===== config.mk =====
export PLATFORM = sky130hd
export DESIGN_NAME = kwu_wakeup
export DESIGN_NICKNAME = d
export VERILOG_FILES = /design/src/rtl/kwu_pkg.sv /design/src/rtl/kwu_wakeup.sv
export SDC_FILE = /design/constraint.sdc
export NUM_CORES = 1
export LEC_CHECK = 0
export ABC_AREA = 1
export BUFFER_PORTS_ARGS = -buffer_cell sky130_fd_sc_hd__buf_2
export CORE_ASPECT_RATIO = 0.6
export CORE_MARGIN = 4
export CORE_UTILIZATION = 50
export CTS_CLUSTER_DIAMETER = 200
export DETAILED_ROUTE_END_ITERATION = 10
export GPL_TIMING_DRIVEN = 0
export PLACE_DENSITY = 0.7
export SYNTH_ARGS = -nofsm -noshare
export SYNTH_HDL_FRONTEND = slang
export SYNTH_SLANG_ARGS = --single-unit

===== constraint.sdc =====
create_clock -name clk_sys_in -period 4.8 [get_ports clk_sys_in]
set_input_delay 0.48 -clock clk_sys_in [delete_from_list [all_inputs] [get_ports clk_sys_in]]
set_output_delay 0.48 -clock clk_sys_in [all_outputs]
set_load 0.05 [all_outputs]

===== src/rtl/kwu_pkg.sv =====
// Purpose: Shared constants and types for the key-on wakeup halt release block.
// Assumes: 8-bit register port, one system clock.
// Notes: Offsets are byte addresses on the plain register port.
package kwu_pkg;
   localparam int KWU_ADDR_W = 8;
   localparam int KWU_DATA_W = 8;
   localparam int KWU_KEYS = 4;
   localparam logic [7:0] KWU_OFS_ENABLE = 8'h31;
   localparam logic [7:0] KWU_OFS_STATUS = 8'h32;
   localparam int KWU_EN_LSB = 4;
   localparam int KWU_EN_MSB = 7;
   localparam logic [3:0] KWU_EN_RST = 4'h0;
   localparam logic [7:0] KWU_RD_ZERO = 8'h00;
   localparam int KWU_ST_HALT_BIT = 0;
   localparam int KWU_ST_WARM_BIT = 1;
   localparam int KWU_ST_MASK_BIT = 2;
   localparam int KWU_MASK_INSTR = 3;
   localparam int KWU_CNT_W = 16;
   localparam logic [15:0] KWU_CNT_ZERO = 16'h0000;
   localparam logic [15:0] KWU_CNT_ONE = 16'h0001;

   typedef enum logic [1:0] {
      KWU_RUN,
      KWU_MASKED,
      KWU_HALTED,
      KWU_WARMUP
   } kwu_state_t;

   typedef struct packed {
      logic [KWU_ADDR_W-1:0] addr;
      logic [KWU_DATA_W-1:0] wdata;
      logic wr;
      logic rd;
   } kwu_bus_req_t;

   typedef struct packed {
      kwu_state_t st;
      logic [KWU_KEYS-1:0] key_en;
      logic [KWU_KEYS-1:0] key_s1;
      logic [KWU_KEYS-1:0] key_s2;
      logic [KWU_KEYS-1:0] key_prev;
      logic exit_s1;
      logic exit_s2;
      logic exit_prev;
      logic [KWU_CNT_W-1:0] cnt;
      logic resume;
      logic [KWU_DATA_W-1:0] rdata;
   } kwu_state_reg_t;
endpackage


===== src/rtl/kwu_wakeup.sv =====
// Purpose: Key-on wakeup logic that releases the core from its deepest halt mode.
// Assumes: Key pins and the halt-exit pin are asynchronous; halt entry and the
//    release method come from system control logic on the same clock.
// Notes: The enable register is write-only and reads back as zero.
`timescale 1ns/100ps

// Functional notes
// RULE_01: Enable bits 7..4 gate the four keys.
// RULE_02: Key enables clear to zero at reset.
// RULE_03: Software sets key pins as inputs first.
// RULE_04: Any edge on enabled key releases halt.
// RULE_05: Release request ORs exit pin and keys.
// RULE_06: Halt entered only by system control request.
// RULE_07: Software selects level release method for keys.
// RULE_08: Exit pin low, keys steady until wake.
// RULE_09: Exit-pin edge release needs keys disabled/fixed.
// RULE_10: Exit pin: high level or rising edge.
// RULE_11: Key release only in level mode.
// RULE_12: Request ignored three instruction cycles after halt.
// RULE_13: Oscillator warm-up precedes resumed execution.
// RULE_14: Low enable bits ignored; reads return zero.
module kwu_wakeup import kwu_pkg::*; #(
   parameter int INSTR_CLKS = 4,
   parameter int WARMUP_CLKS = 16
) (
   // Clock and reset.
   input wire logic clk_sys_in,
   input wire logic sys_rst_in,
   // Register port.
   input wire logic [KWU_ADDR_W-1:0] reg_addr_in,
   input wire logic [KWU_DATA_W-1:0] reg_wdata_in,
   input wire logic reg_wr_in,
   input wire logic reg_rd_in,
   output logic [KWU_DATA_W-1:0] reg_rdata_out,
   // System control.
   input wire logic halt_enter_in,
   input wire logic release_method_select_in,
   // Pins.
   input wire logic [KWU_KEYS-1:0] key_wake_pin_in,
   input wire logic halt_exit_pin_in,
   // Status.
   output logic halted_out,
   output logic release_req_out,
   output logic resume_out
);
   localparam logic [KWU_CNT_W-1:0] MASK_CNT = KWU_CNT_W'(KWU_MASK_INSTR * INSTR_CLKS);
   localparam logic [KWU_CNT_W-1:0] WARM_CNT = KWU_CNT_W'(WARMUP_CLKS);

   kwu_state_reg_t s_reg, s_next;
   kwu_bus_req_t bus;
   logic [KWU_KEYS-1:0] key_edge;
   logic exit_term, key_term;

   assign bus = '{addr: reg_addr_in, wdata: reg_wdata_in, wr: reg_wr_in, rd: reg_rd_in};

   function automatic logic hit(input logic [KWU_ADDR_W-1:0] a, input logic [7:0] ofs);
      hit = (a == ofs);
   endfunction

   genvar gi;
   generate
      for (gi = 0; gi < KWU_KEYS; gi++) begin : g_key
         // Either edge on an enabled key.
         assign key_edge[gi] = s_reg.key_en[gi] & (s_reg.key_s2[gi] ^ s_reg.key_prev[gi]); // RULE_04 RULE_01
      end
   endgenerate

   // Exit pin: high level in level mode, rising edge in edge mode.
   assign exit_term = release_method_select_in ? s_reg.exit_s2
                                               : (s_reg.exit_s2 & ~s_reg.exit_prev); // RULE_10
   assign key_term = release_method_select_in & (|key_edge); // RULE_11
   assign release_req_out = exit_term | key_term; // RULE_05

   always_comb begin
      s_next = s_reg;
      s_next.key_s1 = key_wake_pin_in;
      s_next.key_s2 = s_reg.key_s1;
      s_next.key_prev = s_reg.key_s2;
      s_next.exit_s1 = halt_exit_pin_in;
      s_next.exit_s2 = s_reg.exit_s1;
      s_next.exit_prev = s_reg.exit_s2;
      s_next.resume = 1'b0;
      s_next.rdata = KWU_RD_ZERO;
      if (bus.wr && hit(bus.addr, KWU_OFS_ENABLE)) begin
         s_next.key_en = bus.wdata[KWU_EN_MSB:KWU_EN_LSB]; // RULE_01 RULE_14
      end
      if (bus.rd && hit(bus.addr, KWU_OFS_STATUS)) begin
         s_next.rdata[KWU_ST_HALT_BIT] = (s_reg.st != KWU_RUN);
         s_next.rdata[KWU_ST_WARM_BIT] = (s_reg.st == KWU_WARMUP);
         s_next.rdata[KWU_ST_MASK_BIT] = (s_reg.st == KWU_MASKED);
      end
      unique case (s_reg.st)
         KWU_RUN: begin
            if (halt_enter_in) begin
               s_next.st = KWU_MASKED; // RULE_06
               s_next.cnt = MASK_CNT - KWU_CNT_ONE;
            end
         end
         KWU_MASKED: begin
            // Requests are ignored here.
            if (s_reg.cnt == KWU_CNT_ZERO) begin
               s_next.st = KWU_HALTED; // RULE_12
            end else begin
               s_next.cnt = s_reg.cnt - KWU_CNT_ONE;
            end
         end
         KWU_HALTED: begin
            if (release_req_out) begin
               s_next.st = KWU_WARMUP; // RULE_13
               s_next.cnt = WARM_CNT - KWU_CNT_ONE;
            end
         end
         KWU_WARMUP: begin
            if (s_reg.cnt == KWU_CNT_ZERO) begin
               s_next.st = KWU_RUN;
               s_next.resume = 1'b1; // RULE_13
            end else begin
               s_next.cnt = s_reg.cnt - KWU_CNT_ONE;
            end
         end
      endcase
   end

   always_ff @(posedge clk_sys_in) begin
      if (sys_rst_in) begin
         s_reg <= '0;
         s_reg.st <= KWU_RUN;
         s_reg.key_en <= KWU_EN_RST; // RULE_02
      end else begin
         s_reg <= s_next;
      end
   end

   assign reg_rdata_out = s_reg.rdata;
   assign halted_out = (s_reg.st != KWU_RUN);
   assign resume_out = s_reg.resume;

   // Helper: cycles spent in the masked state.
   logic [KWU_CNT_W-1:0] mask_seen;
   always_ff @(posedge clk_sys_in) begin
      if (sys_rst_in || s_reg.st != KWU_MASKED) begin
         mask_seen <= KWU_CNT_ZERO;
      end else begin
         mask_seen <= mask_seen + KWU_CNT_ONE;
      end
   end

   enable_reset_a: assert property (@(posedge clk_sys_in)
      sys_rst_in |=> s_reg.key_en == KWU_EN_RST) else $error("enables not cleared"); // RULE_02
   enable_write_a: assert property (@(posedge clk_sys_in) disable iff (sys_rst_in)
      (reg_wr_in && reg_addr_in == KWU_OFS_ENABLE)
      |=> s_reg.key_en == $past(reg_wdata_in[KWU_EN_MSB:KWU_EN_LSB]))
      else $error("enable write lost"); // RULE_01
   enable_readback_a: assert property (@(posedge clk_sys_in) disable iff (sys_rst_in)
      (reg_rd_in && reg_addr_in == KWU_OFS_ENABLE) |=> reg_rdata_out == KWU_RD_ZERO)
      else $error("write-only register read nonzero"); // RULE_14
   key_edge_a: assert property (@(posedge clk_sys_in) disable iff (sys_rst_in)
      (release_method_select_in && |(s_reg.key_en & (s_reg.key_s2 ^ s_reg.key_prev)))
      |-> release_req_out) else $error("enabled key edge missed"); // RULE_04
   or_form_a: assert property (@(posedge clk_sys_in) disable iff (sys_rst_in)
      (release_method_select_in && s_reg.exit_s2) |-> release_req_out)
      else $error("exit level not in request"); // RULE_05
   edge_mode_keys_a: assert property (@(posedge clk_sys_in) disable iff (sys_rst_in)
      (!release_method_select_in && !(s_reg.exit_s2 && !s_reg.exit_prev)) |-> !release_req_out)
      else $error("key release in edge mode"); // RULE_11 RULE_10
   halt_entry_a: assert property (@(posedge clk_sys_in) disable iff (sys_rst_in)
      (s_reg.st == KWU_RUN && !halt_enter_in) |=> s_reg.st == KWU_RUN)
      else $error("halt without request"); // RULE_06
   mask_len_a: assert property (@(posedge clk_sys_in) disable iff (sys_rst_in)
      (s_reg.st == KWU_RUN && halt_enter_in)
      |=> (s_reg.st == KWU_MASKED) && mask_seen == KWU_CNT_ZERO)
      else $error("mask not entered"); // RULE_12
   mask_exit_a: assert property (@(posedge clk_sys_in) disable iff (sys_rst_in)
      (s_reg.st == KWU_MASKED && $past(s_reg.st) == KWU_MASKED && s_reg.cnt == KWU_CNT_ZERO)
      |-> mask_seen == MASK_CNT - KWU_CNT_ONE) else $error("mask length wrong"); // RULE_12
   warmup_a: assert property (@(posedge clk_sys_in) disable iff (sys_rst_in)
      (s_reg.st == KWU_HALTED && release_req_out) |=> s_reg.st == KWU_WARMUP && !resume_out)
      else $error("no warm-up after release"); // RULE_13
   resume_a: assert property (@(posedge clk_sys_in) disable iff (sys_rst_in)
      resume_out |-> $past(s_reg.st) == KWU_WARMUP && s_reg.st == KWU_RUN)
      else $error("resume without warm-up"); // RULE_13

   key_wake_c: cover property (@(posedge clk_sys_in) disable iff (sys_rst_in)
      s_reg.st == KWU_HALTED && key_term);
   exit_wake_c: cover property (@(posedge clk_sys_in) disable iff (sys_rst_in)
      s_reg.st == KWU_HALTED && exit_term);
   masked_req_c: cover property (@(posedge clk_sys_in) disable iff (sys_rst_in)
      s_reg.st == KWU_MASKED && release_req_out);
   resume_c: cover property (@(posedge clk_sys_in) disable iff (sys_rst_in) resume_out);
endmodule // kwu_wakeup


==> impl_metrics.py <==
metrics = {
    "status": {
        "outcome": "finished, final reports clean",
    },
    "sta": {
        "skew_ns": 0.00457,
        "layout_min_cycle_time_ns": 2.10,
        "setup_viol": 0,
        "worst_slew_pin_slew_ns": 0.609,
        "fmaxAchievable_mhz": 477,
        "rsz0062_at_grt": "no",
        "final_hold_viol_count": 0,
        "setup_slack_ns": 2.70,
        "tns_ns": 0,
        "report.final.slew_viol_count": 0,
        "fin_crit_sh": 0.437,
        "timing.slew.headroom": 0.594,
    },
    "floorplanning": {
        "initial_core_util": 0.530,
        "row_count": 18,
        "core_mm2": 0.00419,
        "ios": 38,
        "die_h_um": 59.6,
        "die_w_um": 94.0,
        "dieArea_mm2": 0.00560,
    },
    "routing": {
        "remaining_drc_errors": 0,
        "first_pass_iters": 4,
        "antenna_left": 0,
        "drt-initial-drc-count": 73,
        "route.final.wire_length_um": 4680,
        "vias_per_cell": 4.59,
        "post_drt_wl_per_cell_um": 11.0,
        "num_vias": 1957,
    },
    "power_and_ir_drop": {
        "leakagePower_nw": 1.27,
        "pwr_density_cell_mw_per_mm2": 587,
        "vdd_drop_max_uv": 311,
    },
    "layout": {
        "drive_gt1_frac": 0.194,
        "fin_nets": 398,
        "final_cell_mix": "nor2_1 (72), nand2_1 (63), inv_1 (44)",
        "final_common_cell": "nor2_1",
        "syn2layout_area_growth_pct": 15.8,
        "largest_register_ff_count": 27,
        "antenna_cells": 0,
    },
    "cts": {
        "cts.path.max_buffers": 2,
        "clkTransAtPathRegs_ns": 0.08,
        "ctsHoldBuffers": 0,
        "cts_made_buffers": 5,
        "cts_tree": "done",
        "worstSkewPairLatency_ns": 0.30,
        "cts.repair.resized": 0,
        "cts.htree.levels": 2,
        "clockRootBuffer": "clkbuf_8",
        "clock-sinks": 41,
        "cts_setup_buffers": 0,
    },
    "critical_path": {
        "path_cells": "inv_1, ha_1, inv_2, or2_2, clkbuf_1, nand3_1, nand2_1, nand2_1, nor2_1",
        "slowest_delay_ns": 0.50,
        "critPathArrivalTime_ns": 2.33,
        "crit_top_cell": "nand2_1",
        "crit_family": "buffers and inverters",
        "crit_path_start_kind": "register",
        "required_ns": 5.04,
        "criticalPathCategory": "register to register",
        "crit_path_end_kind": "register",
        "slowest_stage": "dfxtp_1",
        "worst-path-buf-inv": 3,
        "cp_max_fo": 10,
    },
    "placement": {
        "io_buffer_count": 28,
        "gp_routability_congestion": 0.921,
        "place_ws_ns": 2.81,
        "hpwl_um": 3620,
    },
    "global_route": {
        "grt_overflow": 0,
        "antenna_found_initial": 0,
        "grt_max_degree": 14,
        "grt_pass1_wl_um": 7860,
        "grt_use_total": 0.181,
        "grt_pass1_vias": 1702,
    },
    "synth": {
        "ys_ff_latch": 41,
        "synth_area_per_cell_um2": 6.80,
        "synthDistinctLibCells": 36,
        "synth-seq-area-share": 0.370,
        "syn_inst": 326,
        "syn-cell-area_mm2": 0.00222,
        "ys_warn_count": 0,
    },
    "hold_path": {
        "hp-class": "input port to register",
    },
    "run": {
        "cap_viol_max_count": 0,
    },
}
## synthesized netlist by cell type
master,number,share of area
clkbuf_1,3,0.0051
xor2_1,8,0.032
nor2_4,1,0.0051
buf_4,8,0.027
dfxtp_1,41,0.37
nand4_1,10,0.028
or2_1,1,0.0028
nand2_4,1,0.0051
buf_6,2,0.010
o21ai_1,2,0.0045
clkinv_2,1,0.0023
nand3_2,2,0.0090
o21ai_0,5,0.011
ha_1,6,0.034
nand2_1,63,0.11
nor2_2,1,0.0028
o21bai_1,4,0.014
nor2_1,72,0.12
nand3_4,1,0.0079
a21oi_1,8,0.018
nor4_2,1,0.0056
inv_2,7,0.012
nand2_2,1,0.0028
buf_1,1,0.0017
conb_1,1,0.0017
nor2_8,1,0.0090
clkinv_1,6,0.010
a21oi_2,4,0.016
or3_1,1,0.0028
nand3_1,12,0.027
buf_2,1,0.0023
nor3_1,2,0.0045
inv_1,44,0.074
o211ai_1,1,0.0034
nor3_2,1,0.0045
or2_2,2,0.0056
## kinds of logic after synthesis
group | after synthesis | synth area share
AND/OR/NAND/NOR | 173 | 0.351
buffers and inverters | 73 | 0.145
flip-flops | 41 | 0.370
AO/OA/AOI/OAI | 24 | 0.0666
XOR/XNOR | 8 | 0.0316
adder cells (fa/ha/maj) | 6 | 0.0338
other | 1 | 0.00169
## routing by layer
layer,up-vias,share of wire,track usage
li1,1050,-,-
met1,861,0.58,0.288
met2,41,0.34,0.234
met3,5,0.065,0.0419
met4,0,0.010,0.0494
met5,-,0,0
## final cells by class
class	count	area, um2
fill	414	1620
multi-input combinational	216	1090
sequential	41	821
inverter	58	219
timing repair buffer	28	140
buffer	15	103
clock buffer	6	82.6
tap	60	75.1
clock inverter	2	37.5
## final timing paths
path                       from          to  slack [ns]  depth (start not counted)
max                   s_reg[44]   s_reg[44]        2.70                          9
max reg2reg           s_reg[44]   s_reg[44]        2.70                          9
min reg2reg          s_next[26]  s_next[25]        0.41                          2
min          key_wake_pin_in[3]  s_next[35]        0.38                          3
## worst register-to-register path: cells and delay by family (launching register included)
| kind | cells | cell delay [ns] |
|---|---|---|
| AND/OR/NAND/NOR | 5 | 0.63 |
| buffers and inverters | 3 | 0.66 |
| flip-flops | 1 | 0.50 |
| adder cells (fa/ha/maj) | 1 | 0.27 |
## where the power goes
part           switching (mW)  leakage [nW]  internal (mW)
Clock                   0.127        0.0574          0.169
Sequential             0.0538         0.336          0.396
Combinational           0.500         0.877          0.263
## per-stage QoR
stage               hold slack, ns  power [mW]  cells  cell area [um2]  utilization
finish                       0.381        1.51    426             2570        0.613
global placement             0.391        1.20    418             2450        0.585
CTS                          0.380        1.51    426             2570        0.613
floorplan                    0.388        1.06    330             2230            -
global route                 0.394        1.63    426             2570        0.613
detailed placement           0.394        1.21    418             2450        0.585
(Power assumes the default switching activity.)
